==> config.mk <==
export PLATFORM = sky130hd
export DESIGN_NAME = pmp_phy_end_flat
export DESIGN_NICKNAME = d
export VERILOG_FILES = /design/src/hdl/pmp_pkg.sv /design/src/hdl/pmp_link_if.sv /design/src/hdl/pmp_phy_end.sv /design/src/flat_wrapper.sv
export VERILOG_INCLUDE_DIRS = /design/src /design/src/hdl
export SDC_FILE = /design/constraint.sdc
export NUM_CORES = 1
export LEC_CHECK = 0
export ABC_AREA = 1
export BUFFER_PORTS_ARGS = -buffer_cell sky130_fd_sc_hd__buf_4
export CORE_MARGIN = 2
export CORE_UTILIZATION = 40
export CTS_BUF_LIST = sky130_fd_sc_hd__clkbuf_4 sky130_fd_sc_hd__clkbuf_8
export DETAILED_ROUTE_END_ITERATION = 12
export RECOVER_POWER = 25
export SYNTH_ARGS = -nofsm -noshare
export SYNTH_HDL_FRONTEND = slang
export SYNTH_SLANG_ARGS = --single-unit
==> constraint.sdc <==
create_clock -name core_clk -period 3.2 [get_ports core_clk]
set_input_delay 0.16 -clock core_clk [delete_from_list [all_inputs] [get_ports core_clk]]
set_output_delay 0.16 -clock core_clk [all_outputs]
set_load 0.005 [all_outputs]
==> src/hdl/pmp_cfg.svh <==
// Timing counts and field positions for the MAC-side pin block
`ifndef PMP_CFG_SVH
`define PMP_CFG_SVH
`define PMP_CLK_MHZ        125
`define PMP_RST_MIN_US     25
`define PMP_RST_MIN_CYC    (`PMP_RST_MIN_US * `PMP_CLK_MHZ)
`define PMP_DIV100_HALF    20'h00005
`define PMP_DIV10_HALF     20'h00032
`define PMP_BLINK_HALF     24'h2faf08
`define PMP_STRAP_W        5
`define PMP_STRAP_COL      0
`define PMP_STRAP_CRS      1
`define PMP_STRAP_LNK      2
`define PMP_STRAP_SPD      3
`define PMP_STRAP_RXDV     4
`endif

==> src/hdl/pmp_pkg.sv <==
// Types shared by both ends of the MAC-side pin link
`default_nettype none
package pmp_pkg;
	typedef enum logic {PMP_MII, PMP_RMII} pmp_mode_t;
	typedef enum logic {PMP_SPD10, PMP_SPD100} pmp_speed_t;
	typedef enum logic [1:0] {PMP_IN_RESET, PMP_STRAP, PMP_RUN} pmp_state_t;
endpackage
`default_nettype wire

==> src/hdl/pmp_link_if.sv <==
// Pin bundle between the PHY end and the MAC end
`default_nettype none
interface pmp_link_if;
	logic       tx_clk;
	logic       tx_en;
	logic [3:0] tx_d;
	logic       tx_er;
	logic       col;
	logic       col_oe_n;
	logic       crs;
	logic       crs_oe_n;
	logic       rx_dv;
	logic       rst_n;
	modport phy (output tx_clk, col, col_oe_n, crs, crs_oe_n, rx_dv,
		input tx_en, tx_d, tx_er, rst_n);
	modport mac (input tx_clk, col, col_oe_n, crs, crs_oe_n, rx_dv,
		output tx_en, tx_d, tx_er, rst_n);
endinterface
`default_nettype wire

==> src/hdl/pmp_phy_end.sv <==
// PHY end: MAC-facing transmit pins, collision, carrier, indicators, reset
// Overview of operation
// - Sample transmit enable on transmit clock rise
// - Data valid: four bits MII, two RMII
// - MAC launches MII nibble on transmit clock
// - MAC launches RMII dibit on reference clock
// - Full duplex MII: collision always low
// - Half duplex MII: collision when both media busy
// - MII carrier sense when either medium busy
// - Link indicator lit on link, blinks activity
// - Both indicators fixed active low
// - Speed indicator lit only at 100M
// - Speed pin may become transmit error input
// - Reset low at least 25 us
// - Reset re-samples straps, defaults all state; tx_out_data and tx_out_error keep their values
// - Transmit clock 25 or 2.5 MHz, not RMII; divider gives 12.5 or 1.25 MHz
// - RMII receive valid carries carrier sense
`include "pmp_cfg.svh"
`default_nettype none
module pmp_phy_end
	import pmp_pkg::*;
(
	// Clock, reset, enable
	input  wire logic                    core_clk,
	input  wire logic                    srst,
	input  wire logic                    ce,
	// Link state from the media side
	input  wire logic                    mode_rmii,
	input  wire logic                    full_duplex,
	input  wire logic                    link_up,
	input  wire logic                    speed_100,
	input  wire logic                    rx_busy,
	input  wire logic                    rx_valid,
	input  wire logic                    spd_pin_is_txer,
	// Strap levels seen on shared pins
	input  wire logic [`PMP_STRAP_W-1:0] strap_pins,
	// Data toward the media side
	output logic                         tx_out_valid,
	output logic [3:0]                   tx_out_data,
	output logic                         tx_out_error,
	output logic [`PMP_STRAP_W-1:0]      strap_q,
	output logic                         in_reset,
	// Indicators, active low
	output logic                         link_activity_indicator_n,
	output logic                         speed_indicator_n,
	output logic                         speed_indicator_oe_n,
	// Link
	pmp_link_if.phy                      link
);
	pmp_state_t                st_q, st_d;
	logic [1:0]                rst_s_q, rst_s_d, en_s_q, en_s_d, er_s_q, er_s_d;
	logic [3:0]                d_s0_q, d_s0_d, d_s1_q, d_s1_d;
	logic [1:0]                mode_s_q, mode_s_d;
	logic [`PMP_STRAP_W-1:0]   strap_s0_q, strap_s0_d, strap_s1_q, strap_s1_d, strap_d;
	logic [15:0]               rcnt_q, rcnt_d;
	logic [19:0]               div_q, div_d;
	logic                      tclk_q, tclk_d;
	logic [23:0]               blink_cnt_q, blink_cnt_d;
	logic                      blink_q, blink_d;
	logic                      v_q, v_d, e_q, e_d, col_q, col_d, crs_q, crs_d;
	logic                      dv_q, dv_d, lnk_q, lnk_d, spd_q, spd_d, spd_oe_q, spd_oe_d;
	logic [3:0]                dat_q, dat_d;
	logic                      idle_q, idle_d;
	logic                      run;

	always_comb begin
		rst_s_d    = {rst_s_q[0], link.rst_n};
		en_s_d     = {en_s_q[0], link.tx_en};
		er_s_d     = {er_s_q[0], link.tx_er};
		d_s0_d     = link.tx_d;
		d_s1_d     = d_s0_q;
		strap_s0_d = strap_pins;
		strap_s1_d = strap_s0_q;
		mode_s_d   = {mode_s_q[0], mode_rmii};
		st_d       = st_q;
		rcnt_d     = rcnt_q;
		strap_d    = strap_q;
		// Low pulse must last the minimum before the reset takes hold
		if (!rst_s_q[1]) begin
			if (rcnt_q >= 16'(`PMP_RST_MIN_CYC - 1))
				st_d = PMP_IN_RESET;
			else
				rcnt_d = rcnt_q + 16'h0001;
		end else begin
			rcnt_d = 16'h0000;
		end
		case (st_q)
			PMP_IN_RESET: if (rst_s_q[1]) st_d = PMP_STRAP;
			PMP_STRAP: begin
				strap_d = strap_s1_q;
				st_d    = PMP_RUN;
			end
			default: ;
		endcase
		// Taken from the next state so the registered flag keeps the state's timing
		idle_d = (st_d != PMP_RUN);
	end
	assign run = (st_q == PMP_RUN);

	// Transmit clock divider, stopped in RMII mode
	always_comb begin
		div_d  = div_q;
		tclk_d = 1'b0;
		if (run && !mode_s_q[1]) begin
			tclk_d = tclk_q;
			if (div_q >= (speed_100 ? `PMP_DIV100_HALF : `PMP_DIV10_HALF) - 20'h00001) begin
				div_d  = 20'h00000;
				tclk_d = ~tclk_q;
			end else begin
				div_d = div_q + 20'h00001;
			end
		end else begin
			div_d = 20'h00000;
		end
	end

	// Activity blink, period fixed by the core clock since no rate is given
	always_comb begin
		blink_cnt_d = blink_cnt_q;
		blink_d     = blink_q;
		if (run && (rx_busy || v_q)) begin
			if (blink_cnt_q >= `PMP_BLINK_HALF - 24'h000001) begin
				blink_cnt_d = 24'h000000;
				blink_d     = ~blink_q;
			end else begin
				blink_cnt_d = blink_cnt_q + 24'h000001;
			end
		end else begin
			blink_cnt_d = 24'h000000;
			blink_d     = 1'b0;
		end
	end

	always_comb begin
		v_d      = 1'b0;
		dat_d    = dat_q;
		e_d      = e_q;
		col_d    = 1'b0;
		crs_d    = 1'b0;
		dv_d     = 1'b0;
		lnk_d    = 1'b1;
		spd_d    = 1'b1;
		spd_oe_d = 1'b1;
		if (run) begin
			// Internal rise of the generated clock is its pin edge
			if (mode_s_q[1] || (!tclk_q && tclk_d)) begin
				v_d   = en_s_q[1];
				dat_d = mode_s_q[1] ? {2'b00, d_s1_q[1:0]} : d_s1_q;
				e_d   = spd_pin_is_txer & er_s_q[1];
			end else begin
				v_d = v_q;
			end
			if (!mode_s_q[1]) begin
				col_d = !full_duplex && rx_busy && v_q;
				crs_d = rx_busy || v_q;
				dv_d  = rx_valid;
			end else begin
				dv_d = rx_busy || rx_valid;
			end
			lnk_d    = ~(link_up && !blink_q);
			spd_oe_d = spd_pin_is_txer;
			spd_d    = ~(link_up && speed_100);
		end
	end

	always_ff @(posedge core_clk) begin
		if (srst) begin
			st_q <= PMP_IN_RESET;
			{rst_s_q, en_s_q, er_s_q, mode_s_q} <= 8'h00;
			{d_s0_q, d_s1_q} <= 8'h00;
			{strap_s0_q, strap_s1_q, strap_q} <= '0;
			rcnt_q <= 16'h0000;
			div_q <= 20'h00000;
			tclk_q <= 1'b0;
			blink_cnt_q <= 24'h000000;
			blink_q <= 1'b0;
			{v_q, e_q, col_q, crs_q, dv_q} <= 5'h00;
			{lnk_q, spd_q, spd_oe_q} <= 3'h7;
			dat_q <= 4'h0;
			idle_q <= 1'b1;
		end else if (ce) begin
			st_q <= st_d;
			{rst_s_q, en_s_q, er_s_q, mode_s_q} <= {rst_s_d, en_s_d, er_s_d, mode_s_d};
			{d_s0_q, d_s1_q} <= {d_s0_d, d_s1_d};
			{strap_s0_q, strap_s1_q, strap_q} <= {strap_s0_d, strap_s1_d, strap_d};
			rcnt_q <= rcnt_d;
			div_q <= div_d;
			tclk_q <= tclk_d;
			blink_cnt_q <= blink_cnt_d;
			blink_q <= blink_d;
			{v_q, e_q, col_q, crs_q, dv_q} <= {v_d, e_d, col_d, crs_d, dv_d};
			{lnk_q, spd_q, spd_oe_q} <= {lnk_d, spd_d, spd_oe_d};
			dat_q <= dat_d;
			idle_q <= idle_d;
		end
	end

	assign link.tx_clk   = tclk_q;
	assign link.col      = col_q;
	assign link.col_oe_n = idle_q;
	assign link.crs      = crs_q;
	assign link.crs_oe_n = idle_q;
	assign link.rx_dv    = dv_q;
	assign tx_out_valid  = v_q;
	assign tx_out_data   = dat_q;
	assign tx_out_error  = e_q;
	assign in_reset      = idle_q;
	assign link_activity_indicator_n = lnk_q;
	assign speed_indicator_n         = spd_q;
	assign speed_indicator_oe_n      = spd_oe_q;
endmodule
`default_nettype wire

==> src/flat_wrapper.sv <==
// flat-port wrapper written by rule: the top's interface ports become plain ports
module pmp_phy_end_flat import pmp_pkg::*;
  (core_clk, srst, ce, mode_rmii, full_duplex, link_up, speed_100, rx_busy, rx_valid, spd_pin_is_txer, strap_pins, tx_out_valid, tx_out_data, tx_out_error, strap_q, in_reset, link_activity_indicator_n, speed_indicator_n, speed_indicator_oe_n, link_tx_clk, link_col, link_col_oe_n, link_crs, link_crs_oe_n, link_rx_dv, link_tx_en, link_tx_d, link_tx_er, link_rst_n);
  pmp_link_if link_i ();
  input  wire logic core_clk;
  input  wire logic srst;
  input  wire logic ce;
  input  wire logic mode_rmii;
  input  wire logic full_duplex;
  input  wire logic link_up;
  input  wire logic speed_100;
  input  wire logic rx_busy;
  input  wire logic rx_valid;
  input  wire logic spd_pin_is_txer;
  input  wire logic [`PMP_STRAP_W-1:0] strap_pins;
  output logic tx_out_valid;
  output logic [3:0] tx_out_data;
  output logic tx_out_error;
  output logic [`PMP_STRAP_W-1:0] strap_q;
  output logic in_reset;
  output logic link_activity_indicator_n;
  output logic speed_indicator_n;
  output logic speed_indicator_oe_n;
  output wire logic [$bits(link_i.tx_clk)-1:0] link_tx_clk;
  output wire logic [$bits(link_i.col)-1:0] link_col;
  output wire logic [$bits(link_i.col_oe_n)-1:0] link_col_oe_n;
  output wire logic [$bits(link_i.crs)-1:0] link_crs;
  output wire logic [$bits(link_i.crs_oe_n)-1:0] link_crs_oe_n;
  output wire logic [$bits(link_i.rx_dv)-1:0] link_rx_dv;
  input wire logic [$bits(link_i.tx_en)-1:0] link_tx_en;
  input wire logic [$bits(link_i.tx_d)-1:0] link_tx_d;
  input wire logic [$bits(link_i.tx_er)-1:0] link_tx_er;
  input wire logic [$bits(link_i.rst_n)-1:0] link_rst_n;
  assign link_tx_clk = link_i.tx_clk;
  assign link_col = link_i.col;
  assign link_col_oe_n = link_i.col_oe_n;
  assign link_crs = link_i.crs;
  assign link_crs_oe_n = link_i.crs_oe_n;
  assign link_rx_dv = link_i.rx_dv;
  assign link_i.tx_en = link_tx_en;
  assign link_i.tx_d = link_tx_d;
  assign link_i.tx_er = link_tx_er;
  assign link_i.rst_n = link_rst_n;
  pmp_phy_end u_core (.core_clk(core_clk), .srst(srst), .ce(ce), .mode_rmii(mode_rmii), .full_duplex(full_duplex), .link_up(link_up), .speed_100(speed_100), .rx_busy(rx_busy), .rx_valid(rx_valid), .spd_pin_is_txer(spd_pin_is_txer), .strap_pins(strap_pins), .tx_out_valid(tx_out_valid), .tx_out_data(tx_out_data), .tx_out_error(tx_out_error), .strap_q(strap_q), .in_reset(in_reset), .link_activity_indicator_n(link_activity_indicator_n), .speed_indicator_n(speed_indicator_n), .speed_indicator_oe_n(speed_indicator_oe_n), .link(link_i));
endmodule
==> flow_summary.ini <==
[status]
status = complete, no violations

[pwr]
clkPwrFrac_pct = 39.3
powerDensity_nw_per_um2 = 473
internal_power_w = 0.00200
p_comb_share_pct = 6.7
power.share.switching_pct = 23.0
p_leak_nw = 2.22
irDropWorstVdd_v = 0.000214
pwr-share-seq_pct = 53.9
power.switching_w = 0.000598

[routing]
wl_per_cell_um = 12.1
dr_total_vias = 4096
first_pass_iters = 5
viasPerCell = 4.82
drc_errors = 0
drt-total-wl_mm = 10.3
antenna_left = 0
first_iter_violations = 153

[synth]
netlist.area_leader.share_pct = 45.2
synth-seq-cells = 108
yosysMostFrequentCell = nand2_1
yosysTopAreaCell = dfxtp_1
ys.flop_type = dfxtp_1
yosys_warnings = 0
synth_area_sq_um = 4780
synth_cell_types = 29
netlist_instances = 663
ys_async_sr_fraction_pct = 0
synth_common_cells = nand2_1 (123), nor2_1 (122), dfxtp_1 (108)
syn_nets = 693
synth_edf_count = 0
ys_seq_area_share_pct = 45.2
synth.avg_cell_area_sq_um = 7.21
synthTopCellsByArea = dfxtp_1 (45%), nand2_1 (9.7%), nor2_1 (9.6%), inv_1 (5.2%), o21ai_0 (4.8%)

[clock_network]
tritoncts.num_buffers = 9
clockRootBuffer = clkbuf_8
clock_latency_ns = 0.38
postCtsSetupRepairBufs = 0
clk_pin_slew_ns = 0.11
htreeDepth = 3
numClockSinks = 108
cts_tree = done
cts_resized = 0
cts_buffer_depth = 2

[global_route]
grt_pass1_wl_mm = 17.7
grt_max_degree = 45
grt_pass1_vias = 3697
grt_usage_pct = 16.7
overflow = 0
antenna_found_initial = 0

[layout]
regArea_sq_um = 2160
multi_input_area_sq_um = 2220
nets = 731
drive_gt1_share_pct = 12.0
diodes = 0
area_growth_pct = 14.9
fillerInstances = 1145

[sta]
setup_violations = 0
fmax_mhz = 477
relSlewSlack_pct = 15.1
rsz0062_at_grt = no
drv_slew = 0
fin_skew_ns = 0.0147
hold_viol = 0
setup_ws_ns = 1.10
period_needed_ns = 2.10
period_share_pct = 65.5
worst_pin_slew_ns = 1.27
fin_setup_tns_ns = 0

[floorplan]
io-pin-count = 43
die_width_um = 113
initial_core_util_pct = 41.5
core_area_sq_um = 11500
die_height_um = 113
dieArea_sq_um = 12800
rows = 39

[place]
dp_hpwl_mm = 7.18
port_buffers = 42
place.gp.congestion = 0.830
post-place-ws_ns = 1.37

[critical_path]
crit_fanout = 37
critPathArrivalTime_ns = 2.40
path_cells = clkbuf_1, buf_4, nand2_2, inv_2, nand3_1, a21oi_1
crit_buf_inv = 3
critPathKind = input pin to flop
path_delay_family = buffers and inverters
cp-start-kind = input pin
required_ns = 3.50
slowest_stage = clkbuf_1
endpoint_kind = flop
cp_slowest_stage_delay_ns = 0.91

[worst_hold_path]
hold_class = input pin to flop

[run]
drv_cap = 0
==> cell families after synthesis <==
| family | count (synthesis) | share of synthesized area, % |
|---|---|---|
| buf+inv | 95 | 8.22 |
| fa+ha+maj | 8 | 2.09 |
| xor+xnor | 21 | 3.85 |
| flops | 108 | 45.2 |
| compound gates | 86 | 9.27 |
| simple gates | 345 | 31.3 |
==> power groups by stage <==
stage / Combinational [W] / Sequential, W / Clock (W)
final: 0.000175 / 0.00140 / 0.00102
after CTS: 0.000177 / 0.00140 / 0.00104
after global placement: 0.000167 / 0.00143 / 0
after global routing: 0.000200 / 0.00140 / 0.00110
after detailed placement: 0.000169 / 0.00143 / 0
after floorplan: 0.000118 / 0.00142 / 0
==> state kept, by name, indices dropped and copies added, names as in the netlist, 2 cells and up <==
signal,flops
u_core.blink_cnt_q,24
u_core.div_q,20
u_core.rcnt_q,16
u_core.strap_q,5
u_core.strap_s0_q,5
u_core.strap_s1_q,5
u_core.d_s0_q,4
u_core.d_s1_q,4
u_core.tx_out_data,4
u_core.en_s_q,2
u_core.er_s_q,2
u_core.mode_s_q,2
u_core.rst_s_q,2
u_core.st_q,2
==> path summary, 6_finish.rpt <==
| kind | startpoint | end | slack, ns | depth (start not counted) |
|---|---|---|---|---|
| worst max-delay path | ce | u_core.rcnt_q[5]$_SDFFE_PP0P_ | 1.10 | 6 |
| worst min-delay path | mode_rmii | u_core.mode_s_q[0]$_SDFFE_PP0P_ | 0.02 | 3 |
| worst max register to register | u_core.div_q[5]$_SDFFE_PP0P_ | u_core.tx_out_data[2]$_SDFFE_PP0P_ | 1.34 | 12 |
| worst min register to register | u_core.div_q[19]$_SDFFE_PP0P_ | u_core.div_q[19]$_SDFFE_PP0P_ | 0.44 | 2 |
==> layer usage <==
metal  share of wire, %  vias up  global-route usage (%)
met1                 53     1842                    24.6
met4                1.5        0                    6.34
met5                  0        -                       0
met3                2.4       12                    2.20
li1                   -     2181                       -
met2                 43       61                    25.0
==> area by class of cell <==
class	instances	area share, %
sequential	108	39.4
timing repair buffer	53	7.54
tap	143	3.26
clock buffer	11	2.64
clock inverter	5	1.96
inverter	69	4.72
multi-input combinational	460	40.5
==> stage by stage <==
step	hold WS (ns)	cell area (sq um)	instances	util, %	total power [W]
after global routing	0.0221	5490	849	47.7	0.00270
after floorplan	0.295	4780	663	-	0.00154
after CTS	0.00167	5500	849	47.7	0.00262
final	0.0156	5490	849	47.7	0.00260
after global placement	0.382	5160	825	44.8	0.00160
after detailed placement	0.386	5160	825	44.8	0.00160
==> worst register-to-register path, cell delays in order, from the launching register on <==
cell and delay (ns):
dfxtp_1 0.39, ha_1 0.26, nand2_1 0.07, nand2_1 0.04, nor2_1 0.08, nand2_1 0.06
nor2_1 0.14, nand2_1 0.16, nand3_1 0.11, nand2_1 0.17, nand2_1 0.15, nand2_1 0.06
a21oi_1 0.12
==> cells in the final DEF (no fill, tap or decap), types with 2 or more instances in the layout <==
cell,netlist,final
nand2_1,123,123
nor2_1,122,122
dfxtp_1,108,108
inv_1,66,66
o21ai_0,46,46
nor3_1,36,36
a21oi_1,35,35
nand3_1,30,30
buf_4,3,28
clkbuf_4,0,17
xor2_1,16,16
nand4_1,11,11
clkbuf_8,0,10
nor2_2,9,9
ha_1,8,8
dlygate4sd3_1,0,8
xnor2_1,5,5
inv_2,3,3
nor2_4,3,3
or2_2,3,3
bufinv_16,0,3
nand3b_1,2,2
nor3_2,2,2
nand2_2,2,2
nand2_4,2,2
o22ai_1,2,2
==> timing repair <==
item,in CTS,in global routing
setup endpoints to repair,0,0
hold buffers,8,0
hold endpoints to repair,8,0
Power figures use the tool's default switching activity.
